$ cat config.mk
export PLATFORM = sky130hd
export DESIGN_NAME = psa_alu
export DESIGN_NICKNAME = d
export VERILOG_FILES = /design/src/inc/psa_pkg.sv /design/src/rtl/psa_alu.sv
export SDC_FILE = /design/constraint.sdc
export NUM_CORES = 1
export LEC_CHECK = 0
export ABC_AREA = 0
export BUFFER_PORTS_ARGS = -buffer_cell sky130_fd_sc_hd__buf_2
export CELL_PAD_IN_SITES_DETAIL_PLACEMENT = 1
export CELL_PAD_IN_SITES_GLOBAL_PLACEMENT = 2
export CORE_ASPECT_RATIO = 0.75
export CORE_MARGIN = 4
export CORE_UTILIZATION = 25
export CTS_BUF_LIST = sky130_fd_sc_hd__clkbuf_16
export DETAILED_ROUTE_END_ITERATION = 12
export HOLD_SLACK_MARGIN = 0.02
export PLACE_DENSITY = 0.72
export SYNTH_ARGS = -nofsm -noshare
export SYNTH_HDL_FRONTEND = slang
export SYNTH_SLANG_ARGS = --single-unit
$ cat constraint.sdc
create_clock -name i_clk -period 1.3 [get_ports i_clk]
set_clock_uncertainty 0.05 [all_clocks]
set_input_delay 0.195 -clock i_clk [delete_from_list [all_inputs] [get_ports i_clk]]
set_output_delay 0.195 -clock i_clk [all_outputs]
set_load 0.01 [all_outputs]
$ cat src/inc/psa_pkg.sv
// Package for the packed unsigned SIMD ALU: operations, layouts, carriers
// Summary of operation
// - Exchange add-sub: top = (a.hi + b.lo) >> 1
// - Exchange add-sub: bottom = (a.lo - b.hi) >> 1
// - Exchange sub-add: top = (a.hi - b.lo) >> 1
// - Exchange sub-add: bottom = (a.lo + b.hi) >> 1
// - Exchange operations never write condition flags
// - Halfword halving subtract, each lane halved
// - Byte halving subtract, each lane halved
// - Byte select steered by greater-equal flag bits
// - Other operations here never write flags
// - Sum of four byte absolute differences
// - Accumulating variant adds accumulator input
// - Halfword unsigned subtract, per lane
// - Byte unsigned subtract, per lane
// - Missing destination writes first operand register
package psa_pkg;

    localparam int unsigned PSA_DATA_W  = 32;
    localparam int unsigned PSA_HALF_W  = 16;
    localparam int unsigned PSA_BYTE_W  = 8;
    localparam int unsigned PSA_LANES_B = 4;
    localparam int unsigned PSA_LANES_H = 2;
    localparam int unsigned PSA_IDX_W   = 4;
    localparam int unsigned PSA_SAD_W   = 10;

    // Register indices that the stream must not name
    localparam logic [PSA_IDX_W-1:0] PSA_IDX_STACK_PTR = 4'hd;
    localparam logic [PSA_IDX_W-1:0] PSA_IDX_PROG_CNT  = 4'hf;

    localparam logic [PSA_DATA_W-1:0] PSA_RESULT_RST = 32'h0000_0000;

    typedef enum logic [3:0] {
        PSA_OP_HALVING_ADD_SUB_EXCHANGE    = 4'h0,
        PSA_OP_HALVING_SUB_ADD_EXCHANGE    = 4'h1,
        PSA_OP_HALFWORD_HALVING_SUBTRACT   = 4'h2,
        PSA_OP_BYTE_HALVING_SUBTRACT       = 4'h3,
        PSA_OP_BYTE_SELECT                 = 4'h4,
        PSA_OP_BYTE_ABS_DIFF_SUM           = 4'h5,
        PSA_OP_BYTE_ABS_DIFF_SUM_ACC       = 4'h6,
        PSA_OP_HALFWORD_UNSIGNED_SUBTRACT  = 4'h7,
        PSA_OP_BYTE_UNSIGNED_SUBTRACT      = 4'h8
    } psa_op_t;

    // One issued instruction from the decode stage
    typedef struct packed {
        logic                    valid;
        psa_op_t                 op;
        logic                    cond_pass;
        logic                    dst_given;
        logic [PSA_IDX_W-1:0]    dst_idx;
        logic [PSA_IDX_W-1:0]    first_idx;
        logic [PSA_IDX_W-1:0]    second_idx;
        logic [PSA_IDX_W-1:0]    acc_idx;
        logic [PSA_LANES_B-1:0]  greater_equal_flags;
        logic [PSA_DATA_W-1:0]   first_operand_reg;
        logic [PSA_DATA_W-1:0]   second_operand_reg;
        logic [PSA_DATA_W-1:0]   accumulator_input;
    } psa_req_t;

    // Register file write-back
    typedef struct packed {
        logic                    wr_en;
        logic [PSA_IDX_W-1:0]    wr_idx;
        logic [PSA_DATA_W-1:0]   wr_data;
    } psa_wb_t;

endpackage : psa_pkg

$ cat src/rtl/psa_alu.sv
// Packed unsigned SIMD ALU: one-cycle registered datapath and write-back
`timescale 1ns/1ps
module psa_alu
    import psa_pkg::*;
(
    input  wire logic     i_clk,
    input  wire logic     i_rst,
    input  wire psa_req_t i_req,
    output psa_wb_t       o_wb,
    output logic          o_flags_wr,
    output logic          o_restrict_err
);

    // Halving lane: extra top bit keeps the carry or borrow after the shift
    function automatic logic [PSA_HALF_W-1:0] half_add(
        input logic [PSA_HALF_W-1:0] a,
        input logic [PSA_HALF_W-1:0] b
    );
        logic [PSA_HALF_W:0] s;
        s = {1'b0, a} + {1'b0, b};
        return s[PSA_HALF_W:1];
    endfunction : half_add

    // Halving difference: the borrow lands in the top result bit
    function automatic logic [PSA_HALF_W-1:0] half_sub(
        input logic [PSA_HALF_W-1:0] a,
        input logic [PSA_HALF_W-1:0] b
    );
        logic [PSA_HALF_W:0] s;
        s = {1'b0, a} - {1'b0, b};
        return s[PSA_HALF_W:1];
    endfunction : half_sub

    // Byte form of the halving difference
    function automatic logic [PSA_BYTE_W-1:0] byte_half_sub(
        input logic [PSA_BYTE_W-1:0] a,
        input logic [PSA_BYTE_W-1:0] b
    );
        logic [PSA_BYTE_W:0] s;
        s = {1'b0, a} - {1'b0, b};
        return s[PSA_BYTE_W:1];
    endfunction : byte_half_sub

    // Absolute difference never wraps, so eight bits suffice
    function automatic logic [PSA_BYTE_W-1:0] byte_abs_diff(
        input logic [PSA_BYTE_W-1:0] a,
        input logic [PSA_BYTE_W-1:0] b
    );
        logic [PSA_BYTE_W-1:0] d;
        d = (a >= b) ? (a - b) : (b - a);
        return d;
    endfunction : byte_abs_diff

    // Operand aliases and their halfword views
    logic [PSA_DATA_W-1:0] a;
    logic [PSA_DATA_W-1:0] b;
    logic [PSA_HALF_W-1:0] a_hi;
    logic [PSA_HALF_W-1:0] a_lo;
    logic [PSA_HALF_W-1:0] b_hi;
    logic [PSA_HALF_W-1:0] b_lo;

    assign a    = i_req.first_operand_reg;
    assign b    = i_req.second_operand_reg;
    assign a_hi = a[PSA_DATA_W-1:PSA_HALF_W];
    assign a_lo = a[PSA_HALF_W-1:0];
    assign b_hi = b[PSA_DATA_W-1:PSA_HALF_W];
    assign b_lo = b[PSA_HALF_W-1:0];

    // Per-lane results, all computed in parallel and picked by the op
    logic [PSA_DATA_W-1:0] hasx_res;
    logic [PSA_DATA_W-1:0] hsax_res;
    logic [PSA_DATA_W-1:0] hhsub_res;
    logic [PSA_DATA_W-1:0] bhsub_res;
    logic [PSA_DATA_W-1:0] sel_res;
    logic [PSA_DATA_W-1:0] husub_res;
    logic [PSA_DATA_W-1:0] busub_res;
    logic [PSA_SAD_W-1:0]  sad_sum;
    logic [PSA_DATA_W-1:0] sad_res;
    logic [PSA_DATA_W-1:0] sada_res;

    // Exchange forms pair opposite halves of the two operands
    logic [PSA_HALF_W-1:0] asx_top;
    logic [PSA_HALF_W-1:0] asx_bot;
    logic [PSA_HALF_W-1:0] sax_top;
    logic [PSA_HALF_W-1:0] sax_bot;
    assign asx_top  = half_add(a_hi, b_lo);
    assign asx_bot  = half_sub(a_lo, b_hi);
    assign sax_top  = half_sub(a_hi, b_lo);
    assign sax_bot  = half_add(a_lo, b_hi);
    assign hasx_res = {asx_top, asx_bot};
    assign hsax_res = {sax_top, sax_bot};

    // Halfword lanes
    genvar gh;
    generate
        for (gh = 0; gh < PSA_LANES_H; gh++) begin : g_half
            assign hhsub_res[gh*PSA_HALF_W +: PSA_HALF_W] =
                half_sub(a[gh*PSA_HALF_W +: PSA_HALF_W],
                         b[gh*PSA_HALF_W +: PSA_HALF_W]);
            assign husub_res[gh*PSA_HALF_W +: PSA_HALF_W] =
                a[gh*PSA_HALF_W +: PSA_HALF_W]
                - b[gh*PSA_HALF_W +: PSA_HALF_W];
        end
    endgenerate

    // Byte lanes of the two subtract forms
    genvar gb;
    generate
        for (gb = 0; gb < PSA_LANES_B; gb++) begin : g_byte
            assign bhsub_res[gb*PSA_BYTE_W +: PSA_BYTE_W] =
                byte_half_sub(a[gb*PSA_BYTE_W +: PSA_BYTE_W],
                              b[gb*PSA_BYTE_W +: PSA_BYTE_W]);
            assign busub_res[gb*PSA_BYTE_W +: PSA_BYTE_W] =
                a[gb*PSA_BYTE_W +: PSA_BYTE_W]
                - b[gb*PSA_BYTE_W +: PSA_BYTE_W];
        end
    endgenerate

    // Select lanes; a set flag bit takes the first operand's byte
    generate
        for (gb = 0; gb < PSA_LANES_B; gb++) begin : g_sel
            assign sel_res[gb*PSA_BYTE_W +: PSA_BYTE_W] =
                i_req.greater_equal_flags[gb]
                ? a[gb*PSA_BYTE_W +: PSA_BYTE_W]
                : b[gb*PSA_BYTE_W +: PSA_BYTE_W];
        end
    endgenerate

    // Per-lane absolute differences feed the adder tree
    logic [PSA_BYTE_W-1:0] abs_d [PSA_LANES_B];
    generate
        for (gb = 0; gb < PSA_LANES_B; gb++) begin : g_abs
            assign abs_d[gb] = byte_abs_diff(a[gb*PSA_BYTE_W +: PSA_BYTE_W],
                                             b[gb*PSA_BYTE_W +: PSA_BYTE_W]);
        end
    endgenerate

    // Two-level adder tree; ten bits hold the largest sum of four bytes
    logic [PSA_SAD_W-1:0]  sad_pair_lo;
    logic [PSA_SAD_W-1:0]  sad_pair_hi;
    assign sad_pair_lo = PSA_SAD_W'(abs_d[0]) + PSA_SAD_W'(abs_d[1]);
    assign sad_pair_hi = PSA_SAD_W'(abs_d[2]) + PSA_SAD_W'(abs_d[3]);
    assign sad_sum  = sad_pair_lo + sad_pair_hi;
    assign sad_res  = PSA_DATA_W'(sad_sum);
    // Accumulation wraps modulo two to the word width
    assign sada_res = i_req.accumulator_input + sad_res;

    // Operation mux
    logic [PSA_DATA_W-1:0] result;
    logic                  op_known;
    always_comb begin
        // Defaults keep the mux free of latches
        result   = PSA_RESULT_RST;
        op_known = 1'b1;
        unique case (i_req.op)
            PSA_OP_HALVING_ADD_SUB_EXCHANGE:   result = hasx_res;
            PSA_OP_HALVING_SUB_ADD_EXCHANGE:   result = hsax_res;
            PSA_OP_HALFWORD_HALVING_SUBTRACT:  result = hhsub_res;
            PSA_OP_BYTE_HALVING_SUBTRACT:      result = bhsub_res;
            PSA_OP_BYTE_SELECT:                result = sel_res;
            PSA_OP_BYTE_ABS_DIFF_SUM:          result = sad_res;
            PSA_OP_BYTE_ABS_DIFF_SUM_ACC:      result = sada_res;
            PSA_OP_HALFWORD_UNSIGNED_SUBTRACT: result = husub_res;
            PSA_OP_BYTE_UNSIGNED_SUBTRACT:     result = busub_res;
            // Undefined op codes never reach the register file
            default:                           op_known = 1'b0;
        endcase
    end

    // Restricted register use; select is exempt, accumulator only for acc
    function automatic logic is_restricted(input logic [PSA_IDX_W-1:0] x);
        return (x == PSA_IDX_STACK_PTR) || (x == PSA_IDX_PROG_CNT);
    endfunction : is_restricted

    // Omitted destination field falls back to the first operand register
    logic [PSA_IDX_W-1:0] dst_eff;
    logic                 restrict_hit;
    logic                 ops_restricted;
    logic                 acc_restricted;
    assign dst_eff = i_req.dst_given ? i_req.dst_idx
                                     : i_req.first_idx;

    // Accumulator index only counts for the accumulating form
    assign ops_restricted = is_restricted(dst_eff)
                            || is_restricted(i_req.first_idx)
                            || is_restricted(i_req.second_idx);
    assign acc_restricted = (i_req.op == PSA_OP_BYTE_ABS_DIFF_SUM_ACC)
                            && is_restricted(i_req.acc_idx);
    assign restrict_hit   = (i_req.op != PSA_OP_BYTE_SELECT)
                            && (ops_restricted || acc_restricted);

    // Write-back register; a failed condition or bad op leaves dest alone
    always_ff @(posedge i_clk or posedge i_rst) begin
        if (i_rst) begin
            o_wb.wr_en   <= 1'b0;
            o_wb.wr_idx  <= '0;
            o_wb.wr_data <= PSA_RESULT_RST;
        end else begin
            o_wb.wr_en   <= i_req.valid && i_req.cond_pass
                            && op_known;
            o_wb.wr_idx  <= dst_eff;
            o_wb.wr_data <= result;
        end
    end

    // Flags are never written by any operation of this unit
    always_ff @(posedge i_clk or posedge i_rst) begin
        if (i_rst) begin
            o_flags_wr <= 1'b0;
        end else begin
            o_flags_wr <= 1'b0;
        end
    end

    // Diagnostic only: the write still happens, as the result is defined
    always_ff @(posedge i_clk or posedge i_rst) begin
        if (i_rst) begin
            o_restrict_err <= 1'b0;
        end else begin
            o_restrict_err <= i_req.valid && restrict_hit;
        end
    end

endmodule : psa_alu

==> reports/results.ini <==
[grt]
grt_pass1_wl_mm = 83.9
grt-ovfl-total = 0
grt_usage = 0.252
antenna_found_initial = 3
grt_max_degree = 39
grt_pass1_vias = 13911

[synth]
synth-edff-count = 0
syn-cell-area_sq_um = 9850
synth_area_leader_cell = ha_1
netlist-cell-type-count = 71
yosys_warnings = 0
avgSynthCellArea_sq_um = 7.46
synth_top_area_share = 0.145
synth_ff_type = dfrtp_1
ys_seq_elements = 38
seq_area_frac_synth = 0.0966
syn_nets = 1587
syn_inst = 1321
synthArstFlopShare = 1.00
synth_area_leaders = ha_1 14%, dfrtp_1 9.7%, xnor2_1 6.0%

[route]
routedWlPerCell_um = 22.4
drt-pass1-iter-count = 5
drt_iter0_drc = 874
route.detailed.drc = 0
vias = 13170
antenna_left = 0
drt_wl_total_mm = 56.3
detail_route.vias_per_cell = 5.24

[clock_tree]
clock_sinks = 38
cts_buffer_depth = 2
cts_buffers = 5
cts_tree = done
clock-root-buffer = clkbuf_16
h-tree-depth = 2
path_clk_slew_ns = 0.07

[setup_path]
cp_max_fo = 3
cp_num_buf_inv = 6
cp_slowest_cell = fa_1
critPathLaunchType = primary input
critPathKind = primary input to flip-flop
cp-end-kind = flip-flop
crit_required_ns = 1.41
cpPeakStageDelay_ns = 0.51
cp.arrival_ns = 6.57
crit_family = adder cells

[sta]
timing.final.crit_share = 4.97
finalSetupViolCount = 33
hold_viol = 0
worst_pin_slew_ns = 0.604
layout_min_cycle_time_ns = 6.46
rsz0062_at_grt = yes
fmax_mhz = 155
setup_slack_ns = -5.16
relSlewSlack = 0.595
setup_tns_ns = -146.08
maxSlewViolCount = 0

[placement]
hpwl_mm = 47.6
gp_congestion = 0.943
portBuffers = 160
dp_slack_ns = -5.74

[final_layout]
area_delta_synth_final_pct = 70.7
drive_gt1_frac = 0.451
nets = 2266
insertedDiodeCount = 0

[floorplan]
die_width_um = 237
initial_core_util = 0.255
fp-row-count = 62
core_area_sq_um = 38600
die-area_sq_um = 42700
die_h_um = 180
num_io_pins = 164

[power_and_ir_drop]
p_per_area_nw_per_um2 = 2460
peakVddDrop_uv = 2770
p_leak_uw = 0.00834
power_uw = 41300

[hold_path]
hp-class = primary input to flip-flop

[job]
max_cap_viol_count = 0

[outcome]
violations = setup timing
status = finished with violations

-- power breakdown --
| group | leakage (uW) | total (uW) | switching, uW | internal (uW) |
|---|---|---|---|---|
| clock network | 0.0000773 | 1530 | 640 | 893 |
| logic | 0.00777 | 38300 | 18500 | 19700 |
| registers | 0.000485 | 1510 | 74.5 | 1440 |
| total | 0.00834 | 41300 | 19300 | 22000 |
-- layout by cell type, fill, tap and decap left out, types with 23 or more instances in the layout --
cell type  Yosys  final
buf_2          1    154
nor3_1        32     29
inv_1        128    109
nand2_1      102     94
a21oi_1       89     78
a221oi_1      32     26
o21ai_0       98     82
xor2_1        34     32
a21o_1        38     36
nor2_1        77     74
dfrtp_1       38     38
fa_1          27     23
nand3_1       32     29
buf_6          0     29
ha_1         114     94
buf_4          1    534
xnor2_1       68     52
mux2i_1       52     47
-- flip-flops by register name, summed over array words and instances (netlist names) --
signal	cells
o_restrict_err	1
o_wb	37
-- final timing paths --
path | start | cells after the start | slack, ns | to
worst min-delay path | i_req[113] | 2 | 0.06 | o_wb[33]
worst max-delay path | i_req[88] | 33 | -5.16 | o_wb[28]
max in group asynchronous | i_rst | 4 | 0.53 | o_wb[18]
min in group asynchronous | i_rst | 4 | 0.41 | o_wb[14]
-- layout make-up --
type	count	area (sq um)
fillers	4718	21700
clock buffers	5	125
repair buffers	733	5390
flip-flops and latches	38	951
multi-input cells	1094	9150
clock inverters	2	33.8
well taps	512	641
inverters	128	520
-- cell usage after synthesis, types with 27 or more instances --
library cell	n
inv_1	128
o21ai_0	98
xor2_1	34
clkbuf_1	55
nor2_1	77
mux2i_1	52
a221oi_1	32
a21oi_1	89
xnor2_1	68
fa_1	27
nor3_1	32
nand2_1	102
ha_1	114
dfrtp_1	38
nand3_1	32
a21o_1	38
-- stage by stage --
stage | hold slack, ns | util | std cells | area, sq um
after global routing | 0.0696 | 0.436 | 2512 | 16800
after CTS | 0.0553 | 0.424 | 2500 | 16400
after global placement | 0.205 | 0.402 | 2470 | 15500
final | 0.0568 | 0.436 | 2512 | 16800
after detailed placement | 0.206 | 0.402 | 2470 | 15500
after floorplan | 0.259 | - | 1321 | 10200
-- cells by family (layout without fill, tap and decap cells) --
family / after synthesis / count (layout) / synth area share
flops: 38 / 38 / 0.0966
xor+xnor: 102 / 102 / 0.0907
compound gates: 427 / 427 / 0.291
buf+inv: 189 / 868 / 0.0725
other cells: 1 / 1 / 0.000381
mux: 63 / 63 / 0.0654
simple gates: 360 / 360 / 0.184
fa+ha+maj: 141 / 141 / 0.200
-- what timing repair did --
item | 4_1_cts | 5_1_grt
hold endpoints to repair | 38 | 0
pin swaps | 70 | 71
gates resized for setup | 89 | 74
endpoints found under the setup margin | 33 | 33
buffers inserted | 23 | 15
hold buffers | 1 | 0
-- layer usage --
layer  wire, um  up-vias  global-route usage
met1      26300     6475               0.355
met4       1210        4              0.0535
met3       3630       76              0.0535
li1           -     6199                   -
met5         27        -                   0
met2      25100      416               0.396
No activity file was read; power rests on OpenSTA's default activity.
